**src/rca_defines.vh**
```
/*
  constants for the record check and answerback block: register offsets,
  field positions, reset values and line character codes.
  assumes 7-bit characters, bit 0..6 = 1,2,4,8,a,b,c positions.
*/
`ifndef RCA_DEFINES_VH
`define RCA_DEFINES_VH

// ****************************************
// register byte offsets
// ****************************************
`define RCA_OFF_CTRL    8'h00
`define RCA_OFF_CONFIG  8'h04
`define RCA_OFF_STATUS  8'h08
`define RCA_OFF_TXDATA  8'h0c
`define RCA_OFF_RXDATA  8'h10
`define RCA_OFF_LRC     8'h14

// ****************************************
// control register bits (write pulses)
// ****************************************
`define RCA_CTRL_GO_TX    0
`define RCA_CTRL_GO_RX    1
`define RCA_CTRL_EOB      2
`define RCA_CTRL_RESTART  3
`define RCA_CTRL_EOT      4

// ****************************************
// config and status bits
// ****************************************
`define RCA_CFG_BID       0
`define RCA_CFG_RESET     32'h0000_0000
`define RCA_ST_ERR_TRIG   8
`define RCA_ST_STORED     9
`define RCA_ST_ATTN       10
`define RCA_ST_LOCK       11
`define RCA_ST_RX_VALID   12
`define RCA_ST_TX_PEND    13

// ****************************************
// character codes
// ****************************************
`define RCA_CH_BID_ST   7'h02
`define RCA_CH_ENTER    7'h01
`define RCA_CH_BUFPRT   7'h04
`define RCA_CH_PAPER    7'h49
`define RCA_CH_LOCAL    7'h08
`define RCA_CH_INSERT   7'h20
`define RCA_CH_STORED   7'h10
`define RCA_CH_EOB      7'h30
`define RCA_CH_EOT      7'h70
`define RCA_CH_YES      7'h51
`define RCA_CH_NO       7'h52
`define RCA_CH_QUAL_POS 7'h51
`define RCA_CH_QUAL_NEG 7'h52
`define RCA_CH_HYPHEN   7'h40

`endif

```
**src/rca_lrc.v**
```verilog
/*
  longitudinal check accumulator and vertical parity test.
  assumes the caller pulses acc_en once per character and clr on mode changes other than into M_TX_LRC, M_RX_LRC or M_TX_CHK.
*/
`timescale 1ns/1ps
module rca_lrc
(
  input  wire       hclk,
  input  wire       hresetn,
  input  wire       clr,
  input  wire       acc_en,
  input  wire [6:0] data,
  output wire [6:0] lrc,
  output wire       par_ok
);
  reg [6:0] lrc_reg;

  // ****************************************
  // per-position odd/even count
  // ****************************************
  always @(posedge hclk or negedge hresetn)
  begin
    if (!hresetn)
      lrc_reg <= 7'h00;
    else if (clr)
      lrc_reg <= 7'h00;
    else if (acc_en)
      lrc_reg <= lrc_reg ^ data;
  end

  assign lrc    = lrc_reg;
  assign par_ok = ^data;
endmodule

```
**src/rca_top.v**
```verilog
/*
  record check and answerback selection: vertical parity, longitudinal check,
  end-of-block exchange on both ends, answerback choice when addressed, and an
  ahb-lite register slave. assumes a same-clock serializer on the tx/rx
  character ports and asynchronous terminal status pins.
*/
// Summary of operation
// - addressed while not ready: qualified not-ready reply, stored errors kept
// - bid pending: answerback starts with the 2 bit character
// - enter status in communicate: answerback starts with the 1 bit
// - buffer print in communicate: answerback starts with the 4 bit
// - paper out, local or insert down: negative reply, attention, alarm
// - paper out, no inhibit, no bid: first character is 1, 8, c bits
// - not communicate: first character is the 8 bit alone
// - paper in, insert down, no inhibit, no bid: first character is @
// - received character with even ones prints hyphen, sets error trigger
// - seven-bit running odd/even count per bit position on both ends
// - longitudinal compare only during the end-of-block exchange
// - sender sends b, then check character, then waits for reply
// - reply y resumes text; other reply: hyphen, alarm, locked
// - lock holds until restart (text) or eot (send end, control receive)
// - received b: next character is the check, parity not tested
// - check character mismatch sets error trigger and prints hyphen
// - receiver answers n on error else y, returns to receive text
// - stored error character goes first, qualifier goes second
// - stored error latches clear after the qualifier, the second status character, leaves
`timescale 1ns/1ps
`include "rca_defines.vh"
module rca_top
(
  input  wire        hclk,
  input  wire        hresetn,
  input  wire        hsel,
  input  wire [7:0]  haddr,
  input  wire [1:0]  htrans,
  input  wire        hwrite,
  input  wire [2:0]  hsize,
  input  wire [31:0] hwdata,
  input  wire        hready,
  output wire [31:0] hrdata,
  output wire        hreadyout,
  output wire        hresp,
  input  wire        paper_present,
  input  wire        insert_down,
  input  wire        communicate,
  input  wire        enter_status,
  input  wire        buffer_print,
  input  wire        status_inhibit,
  input  wire        ready_rx,
  input  wire        addressed,
  input  wire        rx_strobe,
  input  wire [6:0]  rx_char,
  input  wire        rx_stop_ok,
  output wire        tx_valid,
  output wire [6:0]  tx_char,
  input  wire        tx_ready,
  output wire        print_valid,
  output wire [6:0]  print_char,
  output wire        alarm,
  output wire        attention,
  output wire        keyboard_lock
);
  // ****************************************
  // modes
  // ****************************************
  localparam [7:0] M_CTRL_RX = 8'h01;
  localparam [7:0] M_TX_TEXT = 8'h02;
  localparam [7:0] M_TX_LRC  = 8'h04;
  localparam [7:0] M_RX_CHK  = 8'h08;
  localparam [7:0] M_TX_LOCK = 8'h10;
  localparam [7:0] M_RX_TEXT = 8'h20;
  localparam [7:0] M_RX_LRC  = 8'h40;
  localparam [7:0] M_TX_CHK  = 8'h80;

  reg  [7:0]  mode_reg;
  reg  [6:0]  s1_reg;
  reg  [6:0]  s2_reg;
  reg  [6:0]  s3_reg;
  reg  [6:0]  pin_reg;
  reg         wr_pend_reg;
  reg  [7:0]  wr_addr_reg;
  reg  [31:0] rdata_reg;
  reg         bid_reg;
  reg  [6:0]  txd_reg;
  reg         txd_pend_reg;
  reg  [6:0]  rxd_reg;
  reg         rxd_valid_reg;
  reg         tx_valid_reg;
  reg  [6:0]  tx_char_reg;
  reg         prt_reg;
  reg         alarm_reg;
  reg         attn_reg;
  reg         err_trig_reg;
  reg         stored_reg;
  reg  [6:0]  qual_reg;
  reg         qual_pend_reg;
  reg         clr_stored_reg;
  wire [6:0]  lrc;
  wire        par_ok;
  wire        lrc_acc;
  wire        lrc_clr;
  wire [6:0]  lrc_data;

  wire p_paper  = pin_reg[0];
  wire p_insert = pin_reg[1];
  wire p_comm   = pin_reg[2];
  wire p_enter  = pin_reg[3];
  wire p_bufprt = pin_reg[4];
  wire p_inhib  = pin_reg[5];
  wire p_ready  = pin_reg[6];

  // ****************************************
  // status pin synchronisers
  // ****************************************
  always @(posedge hclk or negedge hresetn)
  begin
    if (!hresetn)
    begin
      s1_reg  <= 7'h00;
      s2_reg  <= 7'h00;
      s3_reg  <= 7'h00;
      pin_reg <= 7'h00;
    end
    else
    begin
      s1_reg  <= {ready_rx, status_inhibit, buffer_print, enter_status, communicate,
                  insert_down, paper_present};
      s2_reg  <= s1_reg;
      s3_reg  <= s2_reg;
      pin_reg <= (s2_reg == s3_reg) ? s3_reg : pin_reg;
    end
  end

  // ****************************************
  // ahb-lite slave
  // ****************************************
  wire        acc     = hsel && hready && htrans[1];
  wire        wr_now  = wr_pend_reg;
  wire [31:0] status  = {18'h0, txd_pend_reg, rxd_valid_reg, (mode_reg == M_TX_LOCK),
                         attn_reg, stored_reg, err_trig_reg, mode_reg};
  wire        ctl_wr  = wr_now && (wr_addr_reg == `RCA_OFF_CTRL);
  wire        k_go_tx = ctl_wr && hwdata[`RCA_CTRL_GO_TX];
  wire        k_go_rx = ctl_wr && hwdata[`RCA_CTRL_GO_RX];
  wire        k_eob   = ctl_wr && hwdata[`RCA_CTRL_EOB];
  wire        k_rst   = ctl_wr && hwdata[`RCA_CTRL_RESTART];
  wire        k_eot   = ctl_wr && hwdata[`RCA_CTRL_EOT];
  wire        rx_rd   = acc && !hwrite && (haddr == `RCA_OFF_RXDATA);

  function [31:0] rd_mux;
    input [7:0] a;
    begin
      case (a)
        `RCA_OFF_CONFIG: rd_mux = {31'h0, bid_reg};
        `RCA_OFF_STATUS: rd_mux = status;
        `RCA_OFF_TXDATA: rd_mux = {25'h0, txd_reg};
        `RCA_OFF_RXDATA: rd_mux = {25'h0, rxd_reg};
        `RCA_OFF_LRC:    rd_mux = {25'h0, lrc};
        default:         rd_mux = 32'h0000_0000;
      endcase
    end
  endfunction

  always @(posedge hclk or negedge hresetn)
  begin
    if (!hresetn)
    begin
      wr_pend_reg <= 1'b0;
      wr_addr_reg <= 8'h00;
      rdata_reg   <= 32'h0000_0000;
      bid_reg     <= 1'b0;
    end
    else
    begin
      wr_pend_reg <= acc && hwrite;
      if (acc)
        wr_addr_reg <= haddr;
      if (acc && !hwrite)
        rdata_reg <= rd_mux(haddr);
      if (wr_now && (wr_addr_reg == `RCA_OFF_CONFIG))
        bid_reg <= hwdata[`RCA_CFG_BID];
    end
  end

  assign hrdata    = rdata_reg;
  assign hreadyout = 1'b1;
  assign hresp     = 1'b0;

  // ****************************************
  // answerback selection
  // ****************************************
  wire op_err = !p_paper || !p_comm || p_insert;
  wire in_ctrl = (mode_reg == M_CTRL_RX);
  wire ab_go  = addressed && in_ctrl && !tx_valid_reg && !qual_pend_reg;

  // first character by priority; zero means qualifier alone
  function [6:0] first_char;
    input paper, comm, ins, inhib, bid, enter, bufprt, ready, stored;
    begin
      if (!comm)
        first_char = `RCA_CH_LOCAL;
      else if (!paper && !inhib && !bid)
        first_char = `RCA_CH_PAPER;
      else if (paper && ins && !inhib && !bid)
        first_char = `RCA_CH_INSERT;
      else if (bid)
        first_char = `RCA_CH_BID_ST;
      else if (enter)
        first_char = `RCA_CH_ENTER;
      else if (bufprt)
        first_char = `RCA_CH_BUFPRT;
      else if (!ready)
        first_char = 7'h00;
      else if (stored)
        first_char = `RCA_CH_STORED;
      else
        first_char = 7'h00;
    end
  endfunction

  wire [6:0] ab_first = first_char(p_paper, p_comm, p_insert, p_inhib, bid_reg, p_enter,
                                   p_bufprt, p_ready, stored_reg);
  wire [6:0] ab_qual  = op_err ? `RCA_CH_QUAL_NEG : `RCA_CH_QUAL_POS;
  // stored errors survive a not-ready or operational reply
  wire ab_clears = p_ready && !op_err && stored_reg && (ab_first == `RCA_CH_STORED);

  // ****************************************
  // mode machine and character flow
  // ****************************************
  wire tx_free  = !tx_valid_reg || tx_ready;
  wire rx_bad   = !par_ok || !rx_stop_ok;
  wire is_eob   = (rx_char == `RCA_CH_EOB);
  wire rx_text  = rx_strobe && (mode_reg == M_RX_TEXT);
  wire rx_check = rx_strobe && (mode_reg == M_RX_LRC);
  wire lrc_miss = rx_check && ((lrc ^ rx_char) != 7'h00);
  wire par_err  = rx_text && !is_eob && rx_bad;
  wire tx_text  = (mode_reg == M_TX_TEXT) && tx_free && !k_eob && txd_pend_reg;
  wire tx_eob   = (mode_reg == M_TX_TEXT) && tx_free && k_eob;
  wire tx_ans   = (mode_reg == M_TX_CHK) && tx_free;
  reg  [7:0] mode_next;

  assign lrc_acc  = rx_text || tx_text || tx_eob;
  // gated by rx_text so a stray line strobe in a send mode cannot spoil the count
  assign lrc_data = rx_text ? rx_char : (tx_eob ? `RCA_CH_EOB : txd_reg);
  assign lrc_clr  = (mode_next != mode_reg) && (mode_next != M_TX_LRC)
                    && (mode_next != M_RX_LRC) && (mode_next != M_TX_CHK);

  always @*
  begin
    mode_next = mode_reg;
    case (mode_reg)
      M_CTRL_RX:
        if (k_go_tx)
          mode_next = M_TX_TEXT;
        else if (k_go_rx)
          mode_next = M_RX_TEXT;
      M_TX_TEXT:
        if (tx_eob)
          mode_next = M_TX_LRC;
      M_TX_LRC:
        if (tx_free)
          mode_next = M_RX_CHK;
      M_RX_CHK:
        if (rx_strobe)
          mode_next = (rx_char == `RCA_CH_YES) ? M_TX_TEXT : M_TX_LOCK;
      M_TX_LOCK:
        if (k_rst)
          mode_next = M_TX_TEXT;
        else if (k_eot && tx_free)
          mode_next = M_CTRL_RX;
      M_RX_TEXT:
        if (rx_strobe && is_eob)
          mode_next = M_RX_LRC;
      M_RX_LRC:
        if (rx_strobe)
          mode_next = M_TX_CHK;
      M_TX_CHK:
        if (tx_ans)
          mode_next = M_RX_TEXT;
      default:
        mode_next = M_CTRL_RX;
    endcase
  end

  rca_lrc u_lrc
  (
    .hclk    (hclk),
    .hresetn (hresetn),
    .clr     (lrc_clr),
    .acc_en  (lrc_acc),
    .data    (lrc_data),
    .lrc     (lrc),
    .par_ok  (par_ok)
  );

  always @(posedge hclk or negedge hresetn)
  begin
    if (!hresetn)
    begin
      mode_reg       <= M_CTRL_RX;
      tx_valid_reg   <= 1'b0;
      tx_char_reg    <= 7'h00;
      txd_reg        <= 7'h00;
      txd_pend_reg   <= 1'b0;
      rxd_reg        <= 7'h00;
      rxd_valid_reg  <= 1'b0;
      prt_reg        <= 1'b0;
      alarm_reg      <= 1'b0;
      attn_reg       <= 1'b0;
      err_trig_reg   <= 1'b0;
      stored_reg     <= 1'b0;
      qual_reg       <= 7'h00;
      qual_pend_reg  <= 1'b0;
      clr_stored_reg <= 1'b0;
    end
    else
    begin
      mode_reg  <= mode_next;
      prt_reg   <= par_err || lrc_miss || ((mode_reg == M_RX_CHK) && rx_strobe
                   && (rx_char != `RCA_CH_YES));
      alarm_reg <= ((mode_reg == M_RX_CHK) && rx_strobe && (rx_char != `RCA_CH_YES))
                   || (ab_go && op_err);
      if (tx_valid_reg && tx_ready)
        tx_valid_reg <= 1'b0;
      if (wr_now && (wr_addr_reg == `RCA_OFF_TXDATA) && !txd_pend_reg)
      begin
        txd_reg      <= hwdata[6:0];
        txd_pend_reg <= 1'b1;
      end
      else if (tx_text)
        txd_pend_reg <= 1'b0;
      if (rx_text)
      begin
        rxd_reg       <= rx_char;
        rxd_valid_reg <= 1'b1;
      end
      else if (rx_rd)
        rxd_valid_reg <= 1'b0;
      // an error arriving with the answer wins over the clear
      if (par_err || lrc_miss)
        err_trig_reg <= 1'b1;
      else if (tx_ans)
        err_trig_reg <= 1'b0;
      if (par_err)
        stored_reg <= 1'b1;
      else if (clr_stored_reg && !tx_valid_reg)
        stored_reg <= 1'b0;
      if (clr_stored_reg && !tx_valid_reg)
        clr_stored_reg <= 1'b0;
      if (ab_go && op_err)
        attn_reg <= 1'b1;
      else if (!op_err)
        attn_reg <= 1'b0;
      // one transmit slot, so at most one launch per cycle
      if (tx_text)
      begin
        tx_valid_reg <= 1'b1;
        tx_char_reg  <= txd_reg;
      end
      else if (tx_eob)
      begin
        tx_valid_reg <= 1'b1;
        tx_char_reg  <= `RCA_CH_EOB;
      end
      else if ((mode_reg == M_TX_LRC) && tx_free)
      begin
        tx_valid_reg <= 1'b1;
        tx_char_reg  <= lrc;
      end
      else if (tx_ans)
      begin
        tx_valid_reg <= 1'b1;
        tx_char_reg  <= err_trig_reg ? `RCA_CH_NO : `RCA_CH_YES;
      end
      else if ((mode_reg == M_TX_LOCK) && !k_rst && k_eot && tx_free)
      begin
        tx_valid_reg <= 1'b1;
        tx_char_reg  <= `RCA_CH_EOT;
      end
      else if (ab_go)
      begin
        tx_valid_reg <= 1'b1;
        if (ab_first != 7'h00)
        begin
          tx_char_reg   <= ab_first;
          qual_reg      <= ab_qual;
          qual_pend_reg <= 1'b1;
          clr_stored_reg <= ab_clears;
        end
        else
          tx_char_reg <= ab_qual;
      end
      else if (qual_pend_reg && tx_free)
      begin
        tx_valid_reg  <= 1'b1;
        tx_char_reg   <= qual_reg;
        qual_pend_reg <= 1'b0;
      end
    end
  end

  assign tx_valid      = tx_valid_reg;
  assign tx_char       = tx_char_reg;
  assign print_valid   = prt_reg;
  assign print_char    = `RCA_CH_HYPHEN;
  assign alarm         = alarm_reg;
  assign attention     = attn_reg;
  assign keyboard_lock = (mode_reg == M_TX_LOCK);
endmodule

```
**config.mk**
```make
export PLATFORM = sky130hd
export DESIGN_NAME = rca_top
export DESIGN_NICKNAME = d
export VERILOG_FILES = /design/src/rca_lrc.v /design/src/rca_top.v
export VERILOG_INCLUDE_DIRS = /design/src
export SDC_FILE = /design/constraint.sdc
export NUM_CORES = 1
export LEC_CHECK = 0
export ABC_AREA = 1
export BUFFER_PORTS_ARGS = -buffer_cell sky130_fd_sc_hd__buf_2
export CAP_MARGIN = 15
export CORE_ASPECT_RATIO = 1.75
export CORE_MARGIN = 1
export CORE_UTILIZATION = 56
export CTS_BUF_LIST = sky130_fd_sc_hd__clkbuf_4
export DETAILED_ROUTE_END_ITERATION = 10
export GPL_TIMING_DRIVEN = 0
export PLACE_DENSITY = 0.92
export SYNTH_ARGS = -nofsm -noshare
export SYNTH_HDL_FRONTEND = slang
export SYNTH_SLANG_ARGS = --single-unit
```
**constraint.sdc**
```tcl
create_clock -name hclk -period 2 [get_ports hclk]
set_input_delay 0.4 -clock hclk [delete_from_list [all_inputs] [get_ports hclk]]
set_output_delay 0.4 -clock hclk [all_outputs]
set_load 0.01 [all_outputs]
```
==> results_dict.tcl <==
set metrics [dict create \
    status "finished with violations" \
    violations "negative setup slack" \
    cts_sinks 101 \
    dr.pass1.iters 6 \
    fmax_mhz 435.2 \
    report.final.slew_viol_count 0 \
    die_h_um 130.3 \
    final_nets 884 \
    syn2layout_area_growth_pct 31.31 \
    grt_max_degree 75 \
    grt_pass1_vias 5113 \
    port_buffers 64 \
    yosysSeqAreaShare_pct 48.04 \
    power_mw 6.233 \
    cp-end-kind "flop" \
    ant_nets 0 \
    fin_cells 941 \
    startpoint_type "flop" \
    worst-path-buf-inv 4 \
    ios 121 \
    cpMaxStageDelayCell "dfrtp_1" \
    cap_violations 0 \
    root_buffer "clkbuf_4" \
    routedWlPerCell_um 18.24 \
    worstPathRequired_ns 2.37 \
    cts.path.max_buffers 2 \
    critPathMaxStageDelay_ns 0.45 \
    synthDistinctLibCells 44 \
    gr-usage-all-layers_pct 34.99 \
    cts_buffers 9 \
    finClkSkew_ns 0.02486 \
    timing_worst_setup_path_type "flop to flop" \
    core.rowCount 46 \
    routed-via-count 5394 \
    antenna_found_initial 1 \
    syn_inst 650 \
    setup_tns_ns -3.891 \
    initial_core_util_pct 57.88 \
    cp_cell_sequence "nor2_2 -> nand2_2 -> inv_4 -> nand2_4 -> nor2_4 -> nand2_4 -> buf_8 -> buf_8 -> nand3_4 -> nand4_1 -> nor4_4 -> buf_6 -> nor2_2" \
    grt_first_pass_wirelength_mm 24.87 \
    wl_mm 17.17 \
    largest_register_ff_count 14 \
    syn-mean-instance-area_um2 8.098 \
    critPathArrivalTime_ns 2.67 \
    clock_latency_ns 0.47 \
    finalCritPeriodShare_pct 114.9 \
    tightest_slew_ns 0.6995 \
    overflow 0 \
    synth-seq-cells 101 \
    setup_ws_ns -0.2976 \
    drive_gt1_share_pct 35.49 \
    hold_violations 0 \
    place.gp.congestion 0.9994 \
    die_area_um2 9807 \
    cts_tree "yes" \
    place_hpwl_mm 11.29 \
    synth_area_um2 5264 \
    core_um2 9094 \
    yosysWarnings 0 \
    ir_worst_vdd_mv 0.7220 \
    min_period_ns 2.298 \
    critPathTopFamily "simple AND/OR/NAND/NOR gates" \
    maxSlewHeadroom_pct 52.76 \
    fillCellCount 650 \
    final-setup-viol-count 19 \
    worstPathMaxFanout 7 \
    drc 0 \
    hold_path.class "input pin to flop" \
    power_density_nw_per_um2 901.9 \
    htree_num_levels 3 \
    vias_per_cell 5.732 \
    die_w_um 75.29 \
    rsz0062_at_grt "true" \
    p_leak_nw 3.559 \
    clkTransAtPathRegs_ns 0.15 \
    drt-initial-drc-count 624 \
    placed_cells 860 \
]
path summary, 6_finish.rpt:
kind	startpoint	end	slack, ns	cells past startpoint
worst max-delay path	mode_reg[7]	u_lrc.lrc[5]	-0.30	13
worst min register to register	s1_reg[1]	s2_reg[1]	0.36	0
worst max register to register	mode_reg[7]	u_lrc.lrc[5]	-0.30	13
min in group asynchronous	hresetn	tx_char[0]	0.38	2
worst min-delay path	ready_rx	s1_reg[6]	0.03	1
max in group asynchronous	hresetn	mode_reg[0]	0.90	3
worst register-to-register path: cells and delay by family, from the launching register on:
| kind | cells | cell delay, ns |
|---|---|---|
| AND/OR/NAND/NOR | 9 | 1.19 |
| flip-flops | 1 | 0.45 |
| buffers and inverters | 4 | 0.58 |
logic make-up after synthesis:
logic type | after synthesis | synth area share (%)
AOI/OAI and AO/OA | 103 | 11.41
xor gates and xnor gates | 17 | 2.829
buffers and inverters | 127 | 11.27
DFF | 101 | 48.04
muxes | 4 | 0.8557
other | 2 | 0.1427
and+or+nand+nor | 296 | 25.46
cell usage after synthesis (all sizes together):
library cell  number  area share (%)
a2111oi            1            0.29
a31o               1            0.17
nor4               8             1.6
o22ai              6            0.71
nor3b              1            0.14
nor3               8            0.86
nand4              9             1.2
mux2               4            0.86
a221oi             6             1.0
o21ai             57             5.4
o41ai              1            0.17
nand2            175              13
or4                1            0.14
conb               2            0.14
or2                3            0.36
buf               29             4.3
dfstp              1            0.50
nand3b             1            0.38
nand3             32             3.0
dfrtp            100              48
a311oi             2            0.33
a21boi             3            0.43
a21oi             20             2.1
xor2              12             2.0
o31ai              1            0.14
a31oi              3            0.36
o211ai             2            0.29
clkbuf             6            0.43
xnor2              5            0.83
inv               92             6.6
nor2              58             4.6
cells in the final DEF (no fill, tap or decap), types with 5 or more instances in the layout:
| cell type | count |
|---|---|
| a21oi_1 | 16 |
| a221oi_1 | 5 |
| buf_2 | 63 |
| buf_4 | 87 |
| clkbuf_4 | 10 |
| conb_1 | 27 |
| dfrtp_1 | 94 |
| dfrtp_2 | 6 |
| inv_1 | 74 |
| inv_2 | 13 |
| nand2_1 | 143 |
| nand2_2 | 24 |
| nand2_4 | 8 |
| nand3_1 | 25 |
| nand4_1 | 8 |
| nor2_1 | 30 |
| nor2_2 | 15 |
| nor2_4 | 13 |
| nor3_1 | 7 |
| o21ai_0 | 51 |
| o21ai_1 | 6 |
| o22ai_1 | 6 |
| xnor2_1 | 5 |
| xor2_1 | 11 |
through the flow:
step | setup WS [ns] | hold slack (ns) | cell area, um^2 | utilization, %
after global placement | -0.4001 | 0.3342 | 5828 | 64.09
after floorplan | 0.1096 | 0.1044 | 5358 | -
final | -0.2976 | 0.03431 | 6912 | 76.00
after CTS | -0.1478 | 0.02468 | 6513 | 71.62
after global routing | -0.3519 | 0.01368 | 6912 | 76.00
after detailed placement | -0.3917 | 0.3356 | 5858 | 64.42
per-layer routing:
metal | vias to the layer above | GRT usage [%] | wire, um
met5 | - | 0 | 0
met4 | 0 | 25.93 | 1555
met3 | 122 | 6.873 | 1404
met2 | 398 | 58.40 | 8593
met1 | 2500 | 38.30 | 5615
li1 | 2374 | - | -
cell type report:
class	count	area [um^2]	area share, %
Sequential cell	101	2536	36.69
Inverter	92	359.1	5.196
Tap cell	120	150.1	2.172
Buffer	35	257.7	3.729
Clock inverter	5	58.81	0.8508
Antenna cell	1	2.502	0.03621
Clock buffer	10	75.07	1.086
Multi-Input combinational cell	447	2591	37.49
Timing Repair Buffer	130	880.8	12.74
report_power, final:
group	internal, mW	total [mW]	switching (mW)
registers	2.40	2.72	0.317
logic	0.962	2.44	1.48
clock network	0.394	1.07	0.675
total	3.76	6.23	2.47
what timing repair did:
item                       4_1_cts  5_1_grt
pin swaps                       19       22
hold endpoints to repair        27        0
gates cloned                     0        0
gates resized for setup         63       63
hold buffers                     1        0
setup endpoints to repair       21       35
setup buffers                   40       24
(Power assumes the default switching activity.)
